`config.mk`:
```
export PLATFORM = sky130hd
export DESIGN_NAME = pfm_pin_mux
export DESIGN_NICKNAME = d
export VERILOG_FILES = /design/src/logic/pfm_pkg.sv /design/src/logic/pfm_apb_regs.sv /design/src/logic/pfm_pin_mux.sv
export VERILOG_INCLUDE_DIRS = /design/src /design/src/logic
export SDC_FILE = /design/constraint.sdc
export NUM_CORES = 1
export LEC_CHECK = 0
export BUFFER_PORTS_ARGS = -buffer_cell sky130_fd_sc_hd__buf_4
export CORE_AREA = 5 5 92 158
export DETAILED_ROUTE_END_ITERATION = 8
export DIE_AREA = 0 0 97 163
export MAX_ROUTING_LAYER = met4
export PLACE_DENSITY = 0.85
export SLEW_MARGIN = 40
export SYNTH_ARGS = -nofsm -noshare
export SYNTH_HDL_FRONTEND = slang
export SYNTH_SLANG_ARGS = --single-unit
```
`constraint.sdc`:
```
create_clock -name clock -period 3.2 [get_ports clock]
set_input_delay 0.64 -clock clock [delete_from_list [all_inputs] [get_ports clock]]
set_output_delay 0.64 -clock clock [all_outputs]
set_load 0.005 [all_outputs]
```
`src/logic/pfm_defines.svh`:
```
// Operation
// chip select input from three candidate pads
// serial clock input from four candidate pads
// spi master drives clock on every candidate; the code drives it only on lines A1 and A6 when set to clock, not on C6 or D2
// serial data input from four candidate pads
// second source register upper nibble reads zero
// interrupt 1 from line A7 or A4
// interrupt 0 from line B0 or A1
// line A2 serial data or gpio
// line A1 gpio, clock, timer inverted, analog
// line A0 transmit output or gpio
// line A7 gpio, segment 2, transmit, analog
// line A6 gpio, segment 1, clock, analog
// line A5 gpio, segment 0, data, analog
// line A4 reference voltage or gpio
// line B0 gpio, segment 3, select, analog
// lines B2 B4 B5 segments or gpio
// line B7 transmit, analog or gpio
// line B6 timer output, analog or gpio
// lines C0 to C3 commons or gpio
// peripheral output owns pad, else gpio
// peripheral input sees only its selected pad
`ifndef PFM_DEFINES_SVH
`define PFM_DEFINES_SVH

// ****************************************************************
// bus geometry and register map
// ****************************************************************
`define PFM_ADDR_W     12
`define PFM_DATA_W     32
`define PFM_REG_W      8
`define PFM_REG_COUNT  7
`define PFM_IDX_LSB    2
`define PFM_IDX_W      3
`define PFM_IDX_IN0    3'h0
`define PFM_IDX_IN1    3'h1
`define PFM_IDX_PAL    3'h2
`define PFM_IDX_PAH    3'h3
`define PFM_IDX_PBL    3'h4
`define PFM_IDX_PBH    3'h5
`define PFM_IDX_PCL    3'h6
`define PFM_REG_RST    8'h00
`define PFM_FULL_MASK  8'hff
`define PFM_IN1_MASK   8'h0f

// ****************************************************************
// field positions and codes
// ****************************************************************
`define PFM_STD_LSB    6
`define PFM_CS_LSB     4
`define PFM_CLK_LSB    2
`define PFM_DAT_LSB    0
`define PFM_EXTERNAL_INTERRUPT_1_LSB   2
`define PFM_EXTERNAL_INTERRUPT_0_LSB   0
`define PFM_CODE_W     2
`define PFM_CODE_GPIO  2'h0
`define PFM_CODE_ALT1  2'h1
`define PFM_CODE_ALT2  2'h2
`define PFM_CODE_ALT3  2'h3
`define PFM_PADS       32
`define PFM_SEGS       9
`define PFM_COMS       4
`define PFM_ANA        8

`endif

```
`src/logic/pfm_pkg.sv`:
```
package pfm_pkg;

	typedef struct packed {
		logic [7:0] pd;
		logic [7:0] pc;
		logic [7:0] pb;
		logic [7:0] pa;
	} pfm_port_t;

	typedef struct packed {
		logic [7:0] portCLow;
		logic [7:0] portBHigh;
		logic [7:0] portBLow;
		logic [7:0] portAHigh;
		logic [7:0] portALow;
		logic [7:0] inSrc1;
		logic [7:0] inSrc0;
	} pfm_regs_t;

	typedef struct packed {
		logic serClkOut;
		logic txOut;
		logic txOe;
		logic dataOut;
		logic dataOe;
		logic chipSelOut;
		logic chipSelOe;
	} pfm_serial_t;

	typedef struct packed {
		logic chipSel;
		logic serClk;
		logic serData;
		logic extInterrupt0;
		logic extInterrupt1;
		logic timerClkIn;
		logic timerCapIn;
		logic stdCapIn;
	} pfm_periph_in_t;

endpackage

```
`src/logic/pfm_apb_regs.sv`:
```
`timescale 1ns/1ps
`include "pfm_defines.svh"
module pfm_apb_regs #(
	parameter int ADDR_W = `PFM_ADDR_W
) (
	input  wire logic                clock,
	input  wire logic                rstn,
	input  wire logic                psel,
	input  wire logic                penable,
	input  wire logic                pwrite,
	input  wire logic [ADDR_W-1:0]   paddr,
	input  wire logic [31:0]         pwdata,
	input  wire logic [3:0]          pstrb,
	output logic      [31:0]         prdata,
	output logic                     pready,
	output logic                     pslverr,
	output pfm_pkg::pfm_regs_t       regs
);
	import pfm_pkg::*;

	// ****************************************************************
	// decode
	// ****************************************************************
	localparam int RW = `PFM_REG_W;
	logic [RW-1:0]         regFile [`PFM_REG_COUNT];
	logic [RW-1:0]         rdTerm  [`PFM_REG_COUNT];
	logic [RW-1:0]         rdBus;
	wire  [`PFM_IDX_W-1:0] regIdx = paddr[`PFM_IDX_LSB +: `PFM_IDX_W];
	wire                   setup  = psel & ~penable;
	wire                   hit    = (paddr >> (`PFM_IDX_LSB + `PFM_IDX_W))
	                                == '0
	                                && paddr[`PFM_IDX_LSB-1:0] == '0
	                                && regIdx < `PFM_IDX_W'(`PFM_REG_COUNT);
	// only lane 0 carries data; a write without it is silently dropped
	wire                   wrEn   = psel & penable & pwrite & pready
	                                & hit & pstrb[0];

	genvar i;
	generate
		for (i = 0; i < `PFM_REG_COUNT; i++) begin : g_reg
			wire [RW-1:0] mask = (i == `PFM_IDX_IN1) ? `PFM_IN1_MASK
			                                         : `PFM_FULL_MASK;
			wire          sel  = regIdx == `PFM_IDX_W'(i);
			assign rdTerm[i] = sel ? regFile[i] : '0;
			always_ff @(posedge clock or negedge rstn) begin
				if (!rstn) begin
					regFile[i] <= `PFM_REG_RST;
				end else if (wrEn && sel) begin
					regFile[i] <= pwdata[RW-1:0] & mask;
				end
			end
		end
	endgenerate

	always_comb begin
		rdBus = '0;
		for (int k = 0; k < `PFM_REG_COUNT; k++) begin
			rdBus = rdBus | rdTerm[k];
		end
	end

	// ****************************************************************
	// answer: one wait-free access phase after the setup cycle
	// ****************************************************************
	always_ff @(posedge clock or negedge rstn) begin
		if (!rstn) begin
			pready  <= 1'b0;
			pslverr <= 1'b0;
			prdata  <= '0;
		end else begin
			pready  <= setup;
			pslverr <= setup & ~hit;
			prdata  <= (setup & hit & ~pwrite) ? {{(32-RW){1'b0}}, rdBus}
			                                   : '0;
		end
	end

	assign regs.inSrc0    = regFile[`PFM_IDX_IN0];
	assign regs.inSrc1    = regFile[`PFM_IDX_IN1];
	assign regs.portALow  = regFile[`PFM_IDX_PAL];
	assign regs.portAHigh = regFile[`PFM_IDX_PAH];
	assign regs.portBLow  = regFile[`PFM_IDX_PBL];
	assign regs.portBHigh = regFile[`PFM_IDX_PBH];
	assign regs.portCLow  = regFile[`PFM_IDX_PCL];

	chk_in1_upper: assert property (@(posedge clock) disable iff (!rstn)
		regs.inSrc1[7:4] == 4'h0)
		else $error("upper nibble of second source register is set");
	chk_apb_answer: assert property (@(posedge clock) disable iff (!rstn)
		setup |=> pready && (pslverr == !$past(hit)))
		else $error("apb access phase not answered in one cycle");

endmodule

```
`src/logic/pfm_pin_mux.sv`:
```
// Chosen here: the APB slave port and the register offsets.
`timescale 1ns/1ps
`include "pfm_defines.svh"
module pfm_pin_mux #(
	parameter int ADDR_W = `PFM_ADDR_W
) (
	input  wire logic                   clock,
	input  wire logic                   rstn,
	input  wire logic                   psel,
	input  wire logic                   penable,
	input  wire logic                   pwrite,
	input  wire logic [ADDR_W-1:0]      paddr,
	input  wire logic [31:0]            pwdata,
	input  wire logic [3:0]             pstrb,
	output logic      [31:0]            prdata,
	output logic                        pready,
	output logic                        pslverr,
	input  pfm_pkg::pfm_port_t          padIn,
	input  pfm_pkg::pfm_port_t          gpioOut,
	input  pfm_pkg::pfm_port_t          gpioIsInput,
	input  wire logic                   serEnable,
	input  wire logic                   spiMaster,
	input  pfm_pkg::pfm_serial_t        serial,
	input  wire logic                   timerOut,
	input  wire logic [`PFM_SEGS-1:0]   lcdSeg,
	input  wire logic [`PFM_COMS-1:0]   lcdCom,
	output pfm_pkg::pfm_port_t          padOut,
	output pfm_pkg::pfm_port_t          padOe,
	output pfm_pkg::pfm_periph_in_t     periphIn,
	output logic      [`PFM_ANA-1:0]    analogSel,
	output logic                        vrefSel
);
	import pfm_pkg::*;

	// ****************************************************************
	// register file
	// ****************************************************************
	pfm_regs_t regs;

	pfm_apb_regs #(
		.ADDR_W (ADDR_W)
	) u_regs (
		.clock   (clock),
		.rstn    (rstn),
		.psel    (psel),
		.penable (penable),
		.pwrite  (pwrite),
		.paddr   (paddr),
		.pwdata  (pwdata),
		.pstrb   (pstrb),
		.prdata  (prdata),
		.pready  (pready),
		.pslverr (pslverr),
		.regs    (regs)
	);

	// ****************************************************************
	// pad input synchroniser
	// ****************************************************************
	pfm_port_t padMeta;
	pfm_port_t padSync;

	always_ff @(posedge clock or negedge rstn) begin
		if (!rstn) begin
			padMeta <= '0;
			padSync <= '0;
		end else begin
			padMeta <= padIn;
			padSync <= padMeta;
		end
	end

	// ****************************************************************
	// function fields, two bits per pad
	// ****************************************************************
	localparam int CW = `PFM_CODE_W;
	wire [2*8-1:0] funcWordA = {regs.portAHigh, regs.portALow};
	wire [2*8-1:0] funcWordB = {regs.portBHigh, regs.portBLow};
	wire [CW-1:0]  fA [8];
	wire [CW-1:0]  fB [8];
	wire [CW-1:0]  fC [4];

	genvar g;
	generate
		for (g = 0; g < 8; g++) begin : g_field
			assign fA[g] = funcWordA[CW*g +: CW];
			assign fB[g] = funcWordB[CW*g +: CW];
			if (g < `PFM_COMS) begin : g_fc
				assign fC[g] = regs.portCLow[CW*g +: CW];
			end
		end
	endgenerate

	wire [CW-1:0] srcStd  = regs.inSrc0[`PFM_STD_LSB +: CW];
	wire [CW-1:0] srcCs   = regs.inSrc0[`PFM_CS_LSB +: CW];
	wire [CW-1:0] srcClk  = regs.inSrc0[`PFM_CLK_LSB +: CW];
	wire [CW-1:0] srcDat  = regs.inSrc0[`PFM_DAT_LSB +: CW];
	wire [CW-1:0] srcInt1 = regs.inSrc1[`PFM_EXTERNAL_INTERRUPT_1_LSB +: CW];
	wire [CW-1:0] srcInt0 = regs.inSrc1[`PFM_EXTERNAL_INTERRUPT_0_LSB +: CW];

	// master clock goes out on any pad set to clock, whatever the source
	wire sckDrive = serEnable & spiMaster;

	// ****************************************************************
	// alternate function per pad
	// ****************************************************************
	// analog and reference selections claim the pad with no drive so
	// that neither gpio nor a peripheral can load the analog node
	pfm_port_t altSel;
	pfm_port_t altOut;
	pfm_port_t altOe;

	// line A0
	assign altSel.pa[0] = fA[0] == `PFM_CODE_ALT1;
	assign altOut.pa[0] = serial.txOut;
	assign altOe.pa[0]  = serial.txOe;
	// line A1
	assign altSel.pa[1] = fA[1] != `PFM_CODE_GPIO;
	assign altOut.pa[1] = (fA[1] == `PFM_CODE_ALT1) ? serial.serClkOut
	                    : (fA[1] == `PFM_CODE_ALT2) ? ~timerOut : 1'b0;
	assign altOe.pa[1]  = (fA[1] == `PFM_CODE_ALT1) ? sckDrive
	                    : (fA[1] == `PFM_CODE_ALT2);
	// line A2
	assign altSel.pa[2] = fA[2] == `PFM_CODE_ALT1;
	assign altOut.pa[2] = serial.dataOut;
	assign altOe.pa[2]  = serial.dataOe;
	// line A3 stays general purpose
	assign altSel.pa[3] = 1'b0;
	assign altOut.pa[3] = 1'b0;
	assign altOe.pa[3]  = 1'b0;
	// line A4
	assign altSel.pa[4] = fA[4] == `PFM_CODE_ALT2;
	assign altOut.pa[4] = 1'b0;
	assign altOe.pa[4]  = 1'b0;
	// line A5
	assign altSel.pa[5] = fA[5] != `PFM_CODE_GPIO;
	assign altOut.pa[5] = (fA[5] == `PFM_CODE_ALT1) ? lcdSeg[0]
	                    : (fA[5] == `PFM_CODE_ALT2) ? serial.dataOut : 1'b0;
	assign altOe.pa[5]  = (fA[5] == `PFM_CODE_ALT1)
	                    | ((fA[5] == `PFM_CODE_ALT2) & serial.dataOe);
	// line A6
	assign altSel.pa[6] = fA[6] != `PFM_CODE_GPIO;
	assign altOut.pa[6] = (fA[6] == `PFM_CODE_ALT1) ? lcdSeg[1]
	                    : (fA[6] == `PFM_CODE_ALT2) ? serial.serClkOut : 1'b0;
	assign altOe.pa[6]  = (fA[6] == `PFM_CODE_ALT1)
	                    | ((fA[6] == `PFM_CODE_ALT2) & sckDrive);
	// line A7
	assign altSel.pa[7] = fA[7] != `PFM_CODE_GPIO;
	assign altOut.pa[7] = (fA[7] == `PFM_CODE_ALT1) ? lcdSeg[2]
	                    : (fA[7] == `PFM_CODE_ALT2) ? serial.txOut : 1'b0;
	assign altOe.pa[7]  = (fA[7] == `PFM_CODE_ALT1)
	                    | ((fA[7] == `PFM_CODE_ALT2) & serial.txOe);

	// line B0
	assign altSel.pb[0] = fB[0] != `PFM_CODE_GPIO;
	assign altOut.pb[0] = (fB[0] == `PFM_CODE_ALT1) ? lcdSeg[3]
	                    : (fB[0] == `PFM_CODE_ALT2) ? serial.chipSelOut
	                    : 1'b0;
	assign altOe.pb[0]  = (fB[0] == `PFM_CODE_ALT1)
	                    | ((fB[0] == `PFM_CODE_ALT2) & serial.chipSelOe);
	// lines B1 and B3 stay general purpose
	assign altSel.pb[1] = 1'b0;
	assign altOut.pb[1] = 1'b0;
	assign altOe.pb[1]  = 1'b0;
	assign altSel.pb[3] = 1'b0;
	assign altOut.pb[3] = 1'b0;
	assign altOe.pb[3]  = 1'b0;
	// lines B2, B4, B5
	assign altSel.pb[2] = fB[2] == `PFM_CODE_ALT1;
	assign altOut.pb[2] = lcdSeg[5];
	assign altOe.pb[2]  = 1'b1;
	assign altSel.pb[4] = fB[4] == `PFM_CODE_ALT1;
	assign altOut.pb[4] = lcdSeg[7];
	assign altOe.pb[4]  = 1'b1;
	assign altSel.pb[5] = fB[5] == `PFM_CODE_ALT1;
	assign altOut.pb[5] = lcdSeg[8];
	assign altOe.pb[5]  = 1'b1;
	// line B6
	assign altSel.pb[6] = fB[6] == `PFM_CODE_ALT1 | fB[6] == `PFM_CODE_ALT3;
	assign altOut.pb[6] = (fB[6] == `PFM_CODE_ALT1) & timerOut;
	assign altOe.pb[6]  = fB[6] == `PFM_CODE_ALT1;
	// line B7
	assign altSel.pb[7] = fB[7] == `PFM_CODE_ALT1 | fB[7] == `PFM_CODE_ALT3;
	assign altOut.pb[7] = (fB[7] == `PFM_CODE_ALT1) & serial.txOut;
	assign altOe.pb[7]  = (fB[7] == `PFM_CODE_ALT1) & serial.txOe;

	// lines C0 to C3 see R19; the rest of C and all of D stay gpio
	generate
		for (g = 0; g < 8; g++) begin : g_pc
			if (g < `PFM_COMS) begin : g_com
				assign altSel.pc[g] = fC[g] == `PFM_CODE_ALT1;
				assign altOut.pc[g] = lcdCom[g];
				assign altOe.pc[g]  = 1'b1;
			end else begin : g_plain
				assign altSel.pc[g] = 1'b0;
				assign altOut.pc[g] = 1'b0;
				assign altOe.pc[g]  = 1'b0;
			end
		end
	endgenerate
	assign altSel.pd = '0;
	assign altOut.pd = '0;
	assign altOe.pd  = '0;

	// ****************************************************************
	// pad drive: peripheral when selected, else gpio
	// ****************************************************************
	logic [`PFM_PADS-1:0] next_padOut;
	logic [`PFM_PADS-1:0] next_padOe;

	generate
		for (g = 0; g < `PFM_PADS; g++) begin : g_pad
			assign next_padOut[g] = altSel[g] ? altOut[g] : gpioOut[g];
			assign next_padOe[g]  = altSel[g] ? altOe[g]
			                                  : ~gpioIsInput[g];
		end
	endgenerate

	// ****************************************************************
	// peripheral inputs from the selected pad only
	// ****************************************************************
	pfm_periph_in_t next_periphIn;

	assign next_periphIn.chipSel =
		(srcCs == `PFM_CODE_ALT1) ? padSync.pc[7] :
		(srcCs == `PFM_CODE_ALT2) ? padSync.pb[0] : padSync.pa[3];
	assign next_periphIn.serClk =
		(srcClk == `PFM_CODE_GPIO) ? padSync.pa[1] :
		(srcClk == `PFM_CODE_ALT1) ? padSync.pc[6] :
		(srcClk == `PFM_CODE_ALT2) ? padSync.pa[6] : padSync.pd[2];
	assign next_periphIn.serData =
		(srcDat == `PFM_CODE_GPIO) ? padSync.pa[2] :
		(srcDat == `PFM_CODE_ALT1) ? padSync.pc[5] :
		(srcDat == `PFM_CODE_ALT2) ? padSync.pa[5] : padSync.pd[3];
	assign next_periphIn.extInterrupt1 = (srcInt1 == `PFM_CODE_ALT1)
		? padSync.pa[7] : padSync.pa[4];
	assign next_periphIn.extInterrupt0 = (srcInt0 == `PFM_CODE_ALT1)
		? padSync.pb[0] : padSync.pa[1];
	assign next_periphIn.stdCapIn = (srcStd == `PFM_CODE_ALT1)
		? padSync.pd[0] : padSync.pa[4];
	// timer inputs without a source field are gated by their pad mode
	assign next_periphIn.timerClkIn = padSync.pa[6]
		& (fA[6] == `PFM_CODE_GPIO);
	assign next_periphIn.timerCapIn = padSync.pa[5]
		& (fA[5] == `PFM_CODE_GPIO);

	// ****************************************************************
	// analog selections
	// ****************************************************************
	logic [`PFM_ANA-1:0] next_analogSel;

	assign next_analogSel[0] = fA[1] == `PFM_CODE_ALT3;
	assign next_analogSel[1] = 1'b0;
	assign next_analogSel[2] = fB[6] == `PFM_CODE_ALT3;
	assign next_analogSel[3] = fB[7] == `PFM_CODE_ALT3;
	assign next_analogSel[4] = fA[5] == `PFM_CODE_ALT3;
	assign next_analogSel[5] = fA[6] == `PFM_CODE_ALT3;
	assign next_analogSel[6] = fA[7] == `PFM_CODE_ALT3;
	assign next_analogSel[7] = fB[0] == `PFM_CODE_ALT3;

	// ****************************************************************
	// output registers
	// ****************************************************************
	// one register stage costs a cycle but keeps pads glitch free
	always_ff @(posedge clock or negedge rstn) begin
		if (!rstn) begin
			padOut    <= '0;
			padOe     <= '0;
			periphIn  <= '0;
			analogSel <= '0;
			vrefSel   <= 1'b0;
		end else begin
			padOut    <= next_padOut;
			padOe     <= next_padOe;
			periphIn  <= next_periphIn;
			analogSel <= next_analogSel;
			vrefSel   <= altSel.pa[4];
		end
	end

	// ****************************************************************
	// checks
	// ****************************************************************
	chk_cs_source: assert property (@(posedge clock) disable iff (!rstn)
		srcCs == `PFM_CODE_ALT3 |=> periphIn.chipSel == $past(padSync.pa[3]))
		else $error("chip select not taken from line A3 on code 3");
	chk_clk_source: assert property (@(posedge clock) disable iff (!rstn)
		srcClk == `PFM_CODE_ALT3 |=> periphIn.serClk == $past(padSync.pd[2]))
		else $error("serial clock not taken from line D2");
	chk_clk_master: assert property (@(posedge clock) disable iff (!rstn)
		(fA[6] == `PFM_CODE_ALT2 && fA[1] == `PFM_CODE_ALT1 && sckDrive)
		|=> padOe.pa[6] && padOe.pa[1] && padOut.pa[6] == padOut.pa[1])
		else $error("master clock not driven on every clock pad");
	chk_data_source: assert property (@(posedge clock) disable iff (!rstn)
		srcDat == `PFM_CODE_ALT1 |=> periphIn.serData == $past(padSync.pc[5]))
		else $error("serial data not taken from line C5");
	chk_external_interrupt_1_source: assert property (@(posedge clock) disable iff (!rstn)
		srcInt1 == `PFM_CODE_ALT2
		|=> periphIn.extInterrupt1 == $past(padSync.pa[4]))
		else $error("interrupt 1 not taken from line A4");
	chk_external_interrupt_0_source: assert property (@(posedge clock) disable iff (!rstn)
		srcInt0 == `PFM_CODE_ALT1
		|=> periphIn.extInterrupt0 == $past(padSync.pb[0]))
		else $error("interrupt 0 not taken from line B0");
	chk_analog_release: assert property (@(posedge clock) disable iff (!rstn)
		fA[1] == `PFM_CODE_ALT3 |=> !padOe.pa[1] && analogSel[0])
		else $error("analog pad still driven");
	chk_gpio_default: assert property (@(posedge clock) disable iff (!rstn)
		fB[2] != `PFM_CODE_ALT1 |=> padOe.pb[2] == !$past(gpioIsInput.pb[2])
		&& padOut.pb[2] == $past(gpioOut.pb[2]))
		else $error("gpio does not own an unselected pad");
	chk_com_drive: assert property (@(posedge clock) disable iff (!rstn)
		fC[0] == `PFM_CODE_ALT1 |=> padOe.pc[0] && padOut.pc[0] == $past(lcdCom[0]))
		else $error("common driver not on line C0");
	chk_tx_line_a0: assert property (
		@(posedge clock) disable iff (!rstn)
		fA[0] == `PFM_CODE_ALT1 |=> padOut.pa[0] == $past(serial.txOut)
		&& padOe.pa[0] == $past(serial.txOe))
		else $error("transmit output not on line A0");
	chk_data_line_a2: assert property (
		@(posedge clock) disable iff (!rstn)
		fA[2] == `PFM_CODE_ALT1 |=> padOut.pa[2] == $past(serial.dataOut)
		&& padOe.pa[2] == $past(serial.dataOe))
		else $error("serial data not on line A2");
	chk_vref_claim: assert property (
		@(posedge clock) disable iff (!rstn)
		fA[4] == `PFM_CODE_ALT2 |=> vrefSel && !padOe.pa[4])
		else $error("reference line A4 not claimed");
	chk_seg_line_b2: assert property (
		@(posedge clock) disable iff (!rstn)
		fB[2] == `PFM_CODE_ALT1 |=> padOe.pb[2]
		&& padOut.pb[2] == $past(lcdSeg[5]))
		else $error("segment 5 not on line B2");
	chk_timer_b6: assert property (
		@(posedge clock) disable iff (!rstn)
		fB[6] == `PFM_CODE_ALT1 |=> padOe.pb[6]
		&& padOut.pb[6] == $past(timerOut))
		else $error("timer output not on line B6");
	chk_analog_b7: assert property (
		@(posedge clock) disable iff (!rstn)
		fB[7] == `PFM_CODE_ALT3 |=> analogSel[3] && !padOe.pb[7])
		else $error("analog line B7 still driven");
	chk_timer_gate: assert property (
		@(posedge clock) disable iff (!rstn)
		fA[6] != `PFM_CODE_GPIO |=> !periphIn.timerClkIn)
		else $error("timer clock sees a claimed pad");

	cov_master_clk: cover property (@(posedge clock) disable iff (!rstn)
		sckDrive && fA[6] == `PFM_CODE_ALT2);
	cov_analog: cover property (@(posedge clock) disable iff (!rstn)
		analogSel != '0);
	cov_int_move: cover property (@(posedge clock) disable iff (!rstn)
		srcInt0 == `PFM_CODE_ALT1 ##1 srcInt0 == `PFM_CODE_GPIO);
	cov_seg_lines: cover property (@(posedge clock) disable iff (!rstn)
		fB[2] == `PFM_CODE_ALT1 && fB[4] == `PFM_CODE_ALT1);

endmodule

```
==> impl_metrics.py <==
metrics = {
    "die": {
        "boundaryPins": 287,
        "num_rows": 56,
        "initial_core_util_pct": 49.3,
        "fp.dieW_microns": 97,
        "die_h_microns": 163,
        "core-area_sq_um": 13200,
        "die-area_sq_um": 15800,
    },
    "worst_setup_path": {
        "end_kind": "register",
        "start_kind": "primary input",
        "required_ns": 3.49,
        "critical_path_arrival_ns": 2.65,
        "critPathMaxStageDelay_ns": 0.61,
        "worst_path_max_delay_cell": "nor4_4",
        "crit_chain": "buf_4, nor2b_1, nand2b_1, nor4_4, mux2_2",
        "path_buf_inv": 1,
        "cp_top_family": "simple AND/OR/NAND/NOR gates",
        "critPathKind": "in -> reg",
        "critPathMaxFanout": 28,
    },
    "global_route": {
        "antenna_found_initial": 2,
        "groute.usage.overall_pct": 20.5,
        "grt_pass1_vias": 4725,
        "grt_overflow_total": 0,
        "grt_pass1_wl_mm": 24.3,
        "grt_max_degree": 77,
    },
    "clocking": {
        "clkLatencyLatePin_ns": 0.42,
        "cts_resized": 0,
        "hold_buffers": 0,
        "clkSinkCount": 170,
        "cts_tree": "yes",
        "postCtsSetupBuffers": 0,
        "cts_buffer_depth": 2,
        "cts.clk_slew.worst_paths_ns": 0.06,
        "htree_levels": 4,
        "clock-root-buffer": "clkbuf_16",
        "cts_buffers": 17,
    },
    "min_path": {
        "min_path_type": "in -> async",
    },
    "logic_synthesis": {
        "ys.warnings.count": 0,
        "ys_top_cells_by_area": "dfrtp_1 65%, mux2_2 11%, buf_4 2.9%",
        "ys_ff_latch": 170,
        "syn_area_sq_um": 6530,
        "synth_top_area_share_pct": 65.1,
        "syn_avg_cell_area_sq_um": 14.3,
        "yosys.area.top_type": "dfrtp_1",
        "async_reset_ff_share_pct": 100,
        "synth_edf_count": 0,
        "ys_types": 41,
        "synth_ff_type": "dfrtp_1",
        "synth_seq_area_share_pct": 65.1,
        "syn-instance-count": 456,
    },
    "sta": {
        "fin_crit_ns": 2.36,
        "slew_headroom_pct": 49.9,
        "skew_ns": 0.0120,
        "max_freq_mhz": 425,
        "tns_ns": 0,
        "rsz0062_at_grt": "no",
        "worst_slew_pin_slew_ns": 0.746,
        "setup_viol": 0,
        "finalCritPeriodShare_pct": 73.6,
        "hold_viol_final": 0,
        "slew_violations": 0,
    },
    "drt": {
        "first_iter_violations": 192,
        "wire_per_inst_microns": 17.8,
        "viasPerCell": 4.99,
        "via_count": 4349,
        "first_pass_iters": 4,
        "wirelength_mm": 15.5,
        "ant_nets": 0,
        "drc": 0,
    },
    "run_status": {
        "outcome": "completed",
    },
    "power": {
        "peakVddDrop_mv": 0.387,
        "power_density_nw_per_um2": 511,
        "p_leak_nw": 4.41,
    },
    "finish": {
        "final_nets": 854,
        "areaGrowthSynthToFinish_pct": 35.3,
        "drive_gt1_share_pct": 48.1,
        "fill_cells": 949,
        "finalNonFillerCells": 871,
    },
    "placement": {
        "dpl.cell_count": 837,
        "io_buffers": 214,
        "hpwl_mm": 11.7,
        "gp_congestion": 0.820,
    },
    "run": {
        "maxCapViolCount": 0,
    },
}
==> synth_stat cells (all sizes together), types with 3 or more instances <==
cell type,count
nor2b,16
nor4,8
inv,23
dfrtp,170
mux2,69
nand2b,15
nand2,9
clkbuf,5
a22o,3
and2,8
a211oi,3
o21ai,15
nand3b,7
nand3,5
a21oi,9
mux2i,13
a22oi,7
buf,30
nor2,17
mux4,4
==> cells by family after synthesis <==
| group | Yosys count | synth area share (%) |
|---|---|---|
| buf+inv | 58 | 4.83 |
| compound gates | 47 | 4.62 |
| simple gates | 94 | 10.1 |
| other cells | 1 | 0.0574 |
| flops | 170 | 65.1 |
| mux | 86 | 15.3 |
==> final cells by class <==
type	instances	area [sq um]	area share, %
clock inverter	14	139	1.57
multi-input combinational	252	2050	23.2
tap	174	218	2.46
sequential	170	4250	48.2
clock buffer	18	429	4.86
inverter	23	86.3	0.977
antenna	2	5.00	0.0566
timing repair buffer	218	1650	18.7
==> routing by layer <==
metal  track usage (%)  wire [microns]  vias up
met3              5.70            1030       27
li1                  -               -     1971
met4              8.43             412        0
met2              36.6            8750      185
met1              21.0            5270     2166
met5                 -               0        -
==> path summary, 6_finish.rpt <==
kind	start	end	slack (ns)	cells past startpoint
worst max-delay path	paddr[4]	u_regs.regs[35]	0.84	5
worst min-delay path	rstn	padOut[19]	0.20	1
worst max register to register	u_regs.pready	u_regs.regs[17]	1.11	4
worst min register to register	padMeta[4]	padSync[4]	0.35	0
max in group asynchronous	rstn	padOe[17]	2.16	2
min in group clock	gpioOut[30]	padOut[30]	0.32	1
==> state kept, by name, indices dropped and copies added (netlist names) <==
signal          count
u_regs.regs        52
padOe              32
padOut             32
padMeta            14
padSync            14
periphIn            8
u_regs.prdata       8
analogSel           7
u_regs.pready       1
u_regs.pslverr      1
vrefSel             1
==> power by group <==
part	internal (W)	switching, W
registers	0.00221	0.0000201
logic	0.000186	0.000150
clock network	0.00109	0.000856
total	0.00349	0.00103
==> metrics by stage <==
stage | hold WS (ns) | worst slack, ns | utilization (%) | power [W] | cell area [sq um]
after detailed placement | 0.335 | 0.466 | 62.4 | 0.00261 | 8260
after floorplan | 0.331 | 1.07 | - | 0.00237 | 6620
after global placement | 0.333 | 0.526 | 62.4 | 0.00260 | 8260
final | 0.205 | 0.845 | 66.7 | 0.00451 | 8830
after CTS | 0.228 | 0.887 | 66.7 | 0.00456 | 8830
after global routing | 0.264 | 0.777 | 66.7 | 0.00469 | 8830
==> cells in the final DEF (no fill, tap or decap), drive strengths merged, types with 13 or more instances in the layout <==
| master | count |
|---|---|
| mux2 | 69 |
| nor2b | 16 |
| mux2i | 13 |
| buf | 218 |
| dfrtp | 170 |
| conb | 25 |
| inv | 28 |
| o21ai | 15 |
| clkbuf | 18 |
| nand2b | 15 |
| nor2 | 17 |
Note: power is estimated with default switching activity, not from simulation.
